### config.mk
export PLATFORM = sky130hd
export DESIGN_NAME = stm_timer
export DESIGN_NICKNAME = d
export VERILOG_FILES = /design/src/stm_pkg.sv /design/src/stm_timer.sv
export SDC_FILE = /design/constraint.sdc
export NUM_CORES = 1
export LEC_CHECK = 0
export ABC_AREA = 1
export BUFFER_PORTS_ARGS = -buffer_cell sky130_fd_sc_hd__clkbuf_2
export CAP_MARGIN = 15
export CORE_ASPECT_RATIO = 0.8
export CORE_UTILIZATION = 40
export DETAILED_ROUTE_END_ITERATION = 6
export HOLD_SLACK_MARGIN = 0.1
export SYNTH_ARGS = -nofsm -noshare
export SYNTH_HDL_FRONTEND = slang
export SYNTH_SLANG_ARGS = --single-unit
### constraint.sdc
create_clock -name sys_clk -period 3 [get_ports sys_clk]
set_input_delay 0 -clock sys_clk [delete_from_list [all_inputs] [get_ports sys_clk]]
set_output_delay 0 -clock sys_clk [all_outputs]
set_load 0.01 [all_outputs]
### src/stm_pkg.sv
// Purpose: Shared constants and types for the standard timer block
// Assumes: Byte-wide registers on a plain strobe port
// Notes: Register offsets are word indices on the local port
package stm_pkg;
  localparam int STM_CNT_W = 10;
  localparam logic [2:0] STM_ADDR_CTRL0 = 3'h0;
  localparam logic [2:0] STM_ADDR_CTRL1 = 3'h1;
  localparam logic [2:0] STM_ADDR_CNT_LO = 3'h2;
  localparam logic [2:0] STM_ADDR_CNT_HI = 3'h3;
  localparam logic [2:0] STM_ADDR_CMPA_LO = 3'h4;
  localparam logic [2:0] STM_ADDR_CMPA_HI = 3'h5;
  localparam logic [2:0] STM_ADDR_FLAGS = 3'h6;
  // Control 0 fields
  localparam int STM_C0_PAUSE = 7;
  localparam int STM_C0_CKSEL = 4;
  localparam int STM_C0_RUN = 3;
  localparam int STM_C0_PER = 0;
  // Control 1 fields
  localparam int STM_C1_MODE = 6;
  localparam int STM_C1_ACT = 4;
  localparam int STM_C1_INIT = 3;
  localparam int STM_C1_INV = 2;
  localparam int STM_C1_SWAP = 1;
  localparam int STM_C1_CLRSEL = 0;
  // Flags register fields
  localparam int STM_FL_A = 0;
  localparam int STM_FL_P = 1;
  localparam int STM_FL_AEN = 2;
  localparam int STM_FL_PEN = 3;
  localparam logic [7:0] STM_RST_BYTE = 8'h00;
  localparam logic [1:0] STM_MODE_CMP = 2'h0;
  localparam logic [1:0] STM_MODE_CAP = 2'h1;
  localparam logic [1:0] STM_MODE_PWM = 2'h2;
  localparam logic [1:0] STM_MODE_TMR = 2'h3;
  localparam logic [1:0] STM_ACT_NONE = 2'h0;
  localparam logic [1:0] STM_ACT_LOW = 2'h1;
  localparam logic [1:0] STM_ACT_HIGH = 2'h2;
  localparam logic [1:0] STM_ACT_TOG = 2'h3;
  localparam logic [2:0] STM_CK_DIV4 = 3'h0;
  localparam logic [2:0] STM_CK_SYS = 3'h1;
  localparam logic [2:0] STM_CK_DIV16 = 3'h2;
  localparam logic [2:0] STM_CK_DIV64 = 3'h3;
  localparam logic [2:0] STM_CK_BASE = 3'h4;
  localparam logic [2:0] STM_CK_PIN_R = 3'h6;
  localparam logic [2:0] STM_CK_PIN_F = 3'h7;
  localparam logic [5:0] STM_PRESC_RST = 6'h00;

  typedef struct packed {
    logic [7:0] addr;
    logic [7:0] wdata;
    logic wr;
    logic rd;
  } stm_bus_req_t;

  typedef struct packed {
    logic [7:0] ctrl0;
    logic [7:0] ctrl1;
    logic [STM_CNT_W-1:0] cmpa;
    logic [STM_CNT_W-1:0] cnt;
    logic flag_a;
    logic flag_p;
    logic en_a;
    logic en_p;
    logic run_d;
    logic pin;
    logic [5:0] presc;
    logic ck_s1;
    logic ck_s2;
    logic ck_d;
    logic [7:0] rdata;
  } stm_state_t;
endpackage

### src/stm_timer.sv
// Purpose: Standard 10-bit timer with compare output, timer and PWM modes
// Assumes: Single clock; external count clock pin synchronised here
// Notes: Capture and single-pulse modes are not built
// Summary of operation
// - Counter readable as low and high bytes
// - Unused high bits read as zero
// - Compare value A is read/write ten bits
// - Mode field; 00 is compare output mode
// - Clear-select low: period or overflow clears
// - Clear-select high: compare A clears, no period flag
// - Pin moves only on compare A match and on run rising edge
// - Action field sets, clears, toggles or holds pin
// - Run rising edge loads initial pin level
// - Mode 11 is compare mode without pin
// - PWM swap bit picks period and duty sources
// - PWM ignores clear-select bit
// - PWM raises both flags on matches
// - PWM level, action forcing and inversion
// - PWM counting continues when pin is forced
// - Period codes give multiples of 128 steps in PWM, one step more in compare modes; zero gives 1024
// - Duty at or above period gives full duty
// - Run rising clears counter; low keeps value
// - Period compares counter bits nine to seven
// - Pause bit freezes counter, resumes on clear
module stm_timer
  import stm_pkg::*;
#(
  parameter int CNT_W = STM_CNT_W
) (
  input wire logic sys_clk,
  input wire logic sys_rst,
  input wire logic [7:0] reg_addr,
  input wire logic [7:0] reg_wdata,
  input wire logic reg_wr,
  input wire logic reg_rd,
  output logic [7:0] reg_rdata,
  input wire logic base_tick,
  input wire logic count_clk_pin,
  output logic timer_output_pin,
  output logic timer_output_pin_en,
  output logic irq_req
);

  stm_state_t s_r;
  stm_state_t s_nxt;
  stm_bus_req_t req;

  logic [1:0] mode;
  logic [1:0] act;
  logic [2:0] per;
  logic run;
  logic pause;
  logic tick;
  logic cmp_a_hit;
  logic per_hit;
  logic ovf_hit;
  logic clr_a;
  logic period_end;
  logic [CNT_W-1:0] cnt_plus;
  logic [CNT_W:0] period_len;
  logic [CNT_W:0] duty_len;
  logic pwm_active;
  logic pwm_level;
  logic [7:0] rd_mux;

  assign req = '{addr: reg_addr, wdata: reg_wdata, wr: reg_wr, rd: reg_rd};
  assign mode = s_r.ctrl1[STM_C1_MODE +: 2];
  assign act = s_r.ctrl1[STM_C1_ACT +: 2];
  assign per = s_r.ctrl0[STM_C0_PER +: 3];
  assign run = s_r.ctrl0[STM_C0_RUN];
  assign pause = s_r.ctrl0[STM_C0_PAUSE];
  assign cnt_plus = s_r.cnt + 1'b1;

  // Count clock selection
  always_comb begin
    case (s_r.ctrl0[STM_C0_CKSEL +: 3])
      STM_CK_DIV4: tick = (s_r.presc[1:0] == 2'h3);
      STM_CK_SYS: tick = 1'b1;
      STM_CK_DIV16: tick = (s_r.presc[3:0] == 4'hF);
      STM_CK_DIV64: tick = (s_r.presc == 6'h3F);
      STM_CK_BASE: tick = base_tick;
      STM_CK_PIN_R: tick = s_r.ck_s2 & ~s_r.ck_d;
      STM_CK_PIN_F: tick = ~s_r.ck_s2 & s_r.ck_d;
      default: tick = 1'b0;
    endcase
  end

  // Comparators
  always_comb begin
    cmp_a_hit = (s_r.cnt == s_r.cmpa);
    per_hit = (per != 3'h0) && (s_r.cnt[CNT_W-1 -: 3] == per);
    ovf_hit = (per == 3'h0) && (s_r.cnt == '1);
    // Period length in counter clocks
    period_len = (per == 3'h0) ? (CNT_W+1)'(1 << CNT_W)
                               : (CNT_W+1)'({per, 7'h00});
    duty_len = {1'b0, s_r.cmpa};
    if (s_r.ctrl1[STM_C1_SWAP]) begin
      period_len = (s_r.cmpa == '0) ? (CNT_W+1)'(1 << CNT_W) : {1'b0, s_r.cmpa};
      duty_len = (per == 3'h0) ? (CNT_W+1)'(1 << CNT_W) : (CNT_W+1)'({per, 7'h00});
    end
    pwm_active = ({1'b0, s_r.cnt} < duty_len) || (duty_len >= period_len);
  end

  // Clearing source per mode
  always_comb begin
    clr_a = 1'b0;
    period_end = 1'b0;
    if (mode == STM_MODE_PWM) begin
      if (s_r.ctrl1[STM_C1_SWAP]) begin
        period_end = ({1'b0, cnt_plus} == period_len) || (s_r.cnt == '1);
      end else begin
        period_end = ({1'b0, cnt_plus} == period_len) || (s_r.cnt == '1);
      end
    end else if (s_r.ctrl1[STM_C1_CLRSEL]) begin
      clr_a = cmp_a_hit;
    end else begin
      period_end = per_hit || ovf_hit;
    end
  end

  // PWM pin level
  always_comb begin
    case (act)
      STM_ACT_NONE: pwm_level = ~s_r.ctrl1[STM_C1_INIT];
      STM_ACT_LOW: pwm_level = s_r.ctrl1[STM_C1_INIT];
      default: pwm_level = pwm_active ? s_r.ctrl1[STM_C1_INIT]
                                      : ~s_r.ctrl1[STM_C1_INIT];
    endcase
  end

  // Next state
  always_comb begin
    s_nxt = s_r;
    s_nxt.rdata = STM_RST_BYTE;
    s_nxt.presc = s_r.presc + 6'h01;
    s_nxt.ck_s1 = count_clk_pin;
    s_nxt.ck_s2 = s_r.ck_s1;
    s_nxt.ck_d = s_r.ck_s2;
    s_nxt.run_d = run;

    // Counting
    if (run && !s_r.run_d) begin
      s_nxt.cnt = '0;
      if (mode != STM_MODE_PWM) begin
        s_nxt.pin = s_r.ctrl1[STM_C1_INIT];
      end
    end else if (run && !pause && tick) begin
      if (mode == STM_MODE_PWM) begin
        // Clearing source flags its own comparator
        if (s_r.ctrl1[STM_C1_SWAP] ? period_end : cmp_a_hit) begin
          s_nxt.flag_a = 1'b1;
        end
        if (s_r.ctrl1[STM_C1_SWAP] ? (per_hit && s_r.cnt[6:0] == 7'h00) : period_end) begin
          s_nxt.flag_p = 1'b1;
        end
        s_nxt.cnt = period_end ? '0 : cnt_plus;
      end else if (mode != STM_MODE_CAP) begin
        if (cmp_a_hit) begin
          s_nxt.flag_a = 1'b1;
          if (mode == STM_MODE_CMP) begin
            case (act)
              STM_ACT_LOW: s_nxt.pin = 1'b0;
              STM_ACT_HIGH: s_nxt.pin = 1'b1;
              STM_ACT_TOG: s_nxt.pin = ~s_r.pin;
              default: s_nxt.pin = s_r.pin;
            endcase
          end
        end
        if (!s_r.ctrl1[STM_C1_CLRSEL] && (per_hit || ovf_hit)) begin
          s_nxt.flag_p = 1'b1;
        end
        s_nxt.cnt = (period_end || clr_a) ? '0 : cnt_plus;
      end
    end
    // stopped counter keeps its residual value by default

    // Register writes
    if (req.wr && req.addr[7:3] == 5'h00) begin
      case (req.addr[2:0])
        STM_ADDR_CTRL0: s_nxt.ctrl0 = req.wdata;
        STM_ADDR_CTRL1: s_nxt.ctrl1 = req.wdata;
        STM_ADDR_CMPA_LO: s_nxt.cmpa[7:0] = req.wdata;
        STM_ADDR_CMPA_HI: s_nxt.cmpa[CNT_W-1:8] = req.wdata[CNT_W-9:0];
        STM_ADDR_FLAGS: begin
          // Write one to clear; a same-cycle event wins only if the flag was clear
          if (req.wdata[STM_FL_A] && !(s_nxt.flag_a && !s_r.flag_a)) begin
            s_nxt.flag_a = 1'b0;
          end
          if (req.wdata[STM_FL_P] && !(s_nxt.flag_p && !s_r.flag_p)) begin
            s_nxt.flag_p = 1'b0;
          end
          s_nxt.en_a = req.wdata[STM_FL_AEN];
          s_nxt.en_p = req.wdata[STM_FL_PEN];
        end
        default: begin
        end
      endcase
    end

    if (req.rd) begin
      s_nxt.rdata = rd_mux;
    end
  end

  // Read decode
  always_comb begin
    rd_mux = STM_RST_BYTE;
    if (req.addr[7:3] == 5'h00) begin
      case (req.addr[2:0])
        STM_ADDR_CTRL0: rd_mux = s_r.ctrl0;
        STM_ADDR_CTRL1: rd_mux = s_r.ctrl1;
        STM_ADDR_CNT_LO: rd_mux = s_r.cnt[7:0];
        STM_ADDR_CNT_HI: rd_mux = {6'h00, s_r.cnt[CNT_W-1:8]};
        STM_ADDR_CMPA_LO: rd_mux = s_r.cmpa[7:0];
        STM_ADDR_CMPA_HI: rd_mux = {6'h00, s_r.cmpa[CNT_W-1:8]};
        STM_ADDR_FLAGS: rd_mux = {4'h0, s_r.en_p, s_r.en_a, s_r.flag_p, s_r.flag_a};
        default: rd_mux = STM_RST_BYTE;
      endcase
    end
  end

  always_ff @(posedge sys_clk) begin
    if (sys_rst) begin
      s_r <= '0;
    end else begin
      s_r <= s_nxt;
    end
  end

  assign reg_rdata = s_r.rdata;
  // Pin drive; enable low while driving
  always_comb begin
    case (mode)
      STM_MODE_CMP: timer_output_pin = s_r.pin ^ s_r.ctrl1[STM_C1_INV];
      STM_MODE_PWM: timer_output_pin = pwm_level ^ s_r.ctrl1[STM_C1_INV];
      default: timer_output_pin = 1'b0;
    endcase
  end
  assign timer_output_pin_en = ~((mode == STM_MODE_CMP) || (mode == STM_MODE_PWM));
  assign irq_req = (s_r.flag_a & s_r.en_a) | (s_r.flag_p & s_r.en_p);

endmodule

==> run summary <==
* nand2_1, inv_1, nor2_1, a21oi_1, dfxtp_1 — top library cells by usage in the layout, fill and taps aside
* 1988 µW — Power Total
* 0 ns — summed negative setup slack over all endpoints
* finished, final reports clean — run status
* 115.5 µm — horizontal die dimension
* 0 — Syn. warnings
* 0.9232 — final cycle utilization of the critical path
* 92.82 µm — overall die height
* 3 — number of H-tree branching levels
* 7 — detailed-routing iteration count for the pre-antenna-repair pass
* nand2_1 — most common cell after layout, fill and taps aside
* 0.4847 ns — worst slack at placement
* 59 — number of register bits inferred by synthesis
* 3881 — number of global-route vias before repair
* 0 — number of violations of the max-capacitance limit
* 0.36 ns — CP peak stage delay
* 0.004348 mm² — placed cell areas
* 16 — reg2reg path depth
* 407.6 mW/mm² — power per unit of standard cell area
* 0.004877 mm² — post-route cell area
* clkbuf_16 — clock root cell
* done — clock tree from TritonCTS
* 2 — maximum count of clock buffers along a single path
* in2reg — type of the tightest min-delay check
* 0.003687 ns — skew final
* 0.1733 — share of layout cells above drive strength 1
* register — Critical Path Source Type
* 18.26% — area growth from synthesis to layout
* 242.9 µV — maximum VDD drop
* 0.9157 — GP Congestion
* 0.33 ns — clock latency of the later-clocked register in the worst-skew pair
* 0 — Remaining DRCs
* 762 — cell total after placement
* 0.5487 — worst slew slack as a fraction of its limit
* 0 — setup violation total in the final timing report
* 6.706 µm² — per-instance average area after synthesis
* 16.13 µm — DR WL/cell
* 615 — gate count of the mapped netlist
* 2.77 ns — data arrival time of the critical path
* 5.448 — via density per instance
* 0 — number of flops mapped to enable cells by yosys
* 12.80 mm — post-detailed-routing wire length
* 794 — final std cells w/o fill
* 18 — crit-path max FO
* 0.6763 ns — pin slew with the least headroom to its limit
* 32 — standard-cell row count
* output pin — endpoint type of the worst setup path
* 9 — number of buffers created by CTS
* 59 — Clock Sink Count
* 0 — number of antenna-violating nets in the routed design
* 2.770 ns — crit path time final
* 33 — IO Pins
* 0.2864 — portion of the post-synthesis area used by sequential elements
* 361.1 MHz — maximum clock frequency
* inv_2 -> buf_6 -> nand2_1 -> ha_1 -> inv_1 -> nor3_1 -> nand3_1 -> nand2_1 -> nand2_1 -> nand2_1 -> nand2_1 -> o21ai_0 -> nand3_1 -> nand3_1 -> nand2_1 -> nor2_1 -> buf_2 — Critical Path, Cell by Cell
* dfxtp_2 — Slowest cell on crit path
* 0.004124 mm² — combined area of all synthesized cells
* 4326 — overall via count from detail_route
* 0.009809 mm² — floorplan core area
* 0 — Diodes inserted
* dfxtp_1 — most common flop cell mapped by yosys
* 0 — Post-synth ARST share
* 0.2305 ns — setup slack of the critical path after layout
* reg2out — Critical Setup Path Class
* 32 — count of buffers inserted at the top-level ports
* 458 — drt initial violations
* 4 — cell count of the worst hold path
* 0.01072 mm² — area of the die
* 20.59 mm — global-route wire length before repair
* 0 — number of antenna violations at the first check in global routing
* 0 — gr ovfl total
* 0 — Hold Vio Cnt, Final
* no — unrepaired setup endpoints after global routing
* nand2_1 — Crit path top cell by count
* 696 — net count of the finished layout
* 0.05 ns — clock-pin slew of the registers on the worst-case setup and hold paths
* 0 — total count of max-transition violations in the final report
* 658 — post-synth net total
* 25 — maximum number of pins on one net before global-route repair
* 0.002070 µW — leak pwr
* 3.00 ns — Critical Path RT
* 9.915 mm — detailed placement HPWL
* 0.2516 — aggregate global-route resource usage
* 0.4204 — effective utilization at floorplan
* 46 — unique cell type count in the Yosys netlist
-- worst max-delay path: cells and delay by family, from the launching register on --
kind / cells / cell delay (ns)
simple gates: 11 / 1.18
buf+inv: 4 / 0.50
flops: 1 / 0.36
fa+ha+maj: 1 / 0.31
compound gates: 1 / 0.07
-- per-layer routing --
metal,up-vias,GRT usage,part of all wire
met5,-,0,0
met4,0,0.05195,0.0091
met3,15,0.03796,0.061
met2,148,0.3792,0.44
li1,2130,-,-
met1,2033,0.3730,0.49
-- registers in the layout (all words and copies together), names as in the netlist --
register   flops
s_nxt          2
run            1
pause          1
mode           2
reg_rdata      8
s_r           40
per            3
act            2
-- cell families after synthesis --
family,Yosys count,share of synthesized area
and+or+nand+nor,272,0.3225
DFF,59,0.2864
AOI/OAI and AO/OA,142,0.1911
adders and majority gates,21,0.06371
xor gates and xnor gates,10,0.02124
buffers and inverters,111,0.1150
-- cell usage after synthesis, types with 2 or more instances --
| master | number | area (µm²) |
|---|---|---|
| nand2_1 | 96 | 360.4 |
| ha_1 | 21 | 262.8 |
| a211oi_1 | 2 | 15.01 |
| dfxtp_1 | 59 | 1181 |
| a21oi_1 | 60 | 300.3 |
| nor3_1 | 12 | 60.06 |
| buf_2 | 7 | 35.03 |
| o21a_1 | 2 | 15.01 |
| nand3_2 | 8 | 80.08 |
| nor4_1 | 3 | 18.77 |
| nand3b_1 | 4 | 30.03 |
| nor2_4 | 2 | 22.52 |
| nor2_1 | 65 | 244.0 |
| buf_4 | 12 | 90.09 |
| clkbuf_1 | 7 | 26.28 |
| xnor2_1 | 3 | 26.28 |
| a221oi_1 | 4 | 35.03 |
| buf_1 | 2 | 7.510 |
| inv_1 | 80 | 300.3 |
| inv_2 | 2 | 7.510 |
| o31ai_1 | 2 | 15.01 |
| nand3_1 | 44 | 220.2 |
| nand2_2 | 10 | 62.56 |
| nand4_1 | 12 | 75.07 |
| nor3b_1 | 2 | 15.01 |
| nand2_4 | 4 | 45.04 |
| a31oi_1 | 2 | 12.51 |
| o21ai_0 | 52 | 260.3 |
| o41ai_1 | 2 | 17.52 |
| xor2_1 | 7 | 61.31 |
| o22ai_1 | 10 | 62.56 |
| nor2_2 | 3 | 18.77 |
-- power by group --
part | switching, µW | internal [µW]
Clock | 372 | 724
Sequential | 3.67 | 789
Combinational | 59.9 | 39.8
-- area by class of cell --
type                       instances  area (µm²)
fill                            1003        4932
multi-input combinational        445        2515
sequential                        59        1191
timing repair buffer              56       382.9
inverter                          82       307.8
clock buffer                      11       232.7
tap                              136       170.2
clock inverter                     5       77.57
-- metrics by stage --
stage | hold WS, ns | util
global placement | 0.1929 | 0.4432
detailed placement | 0.1982 | 0.4432
floorplan | 0.1070 | -
global route | 0.1611 | 0.4972
CTS | 0.1210 | 0.4892
finish | 0.1279 | 0.4972
-- what timing repair did --
item | in CTS | in global routing
setup endpoints to repair | 0 | 1
buffers inserted | 0 | 2
hold endpoints to repair | 44 | 0
gates resized for setup | 0 | 27
hold buffers | 14 | 0
-- path summary, 6_finish.rpt --
kind	slack [ns]	to	from
max	0.23	timer_output_pin	s_r[44]
min	0.13	reg_rdata[4]	reg_addr[4]
max reg2reg	0.48	s_r[28]	s_r[23]
min reg2reg	0.41	s_nxt[8]	s_nxt[9]
(Power assumes the default switching activity.)
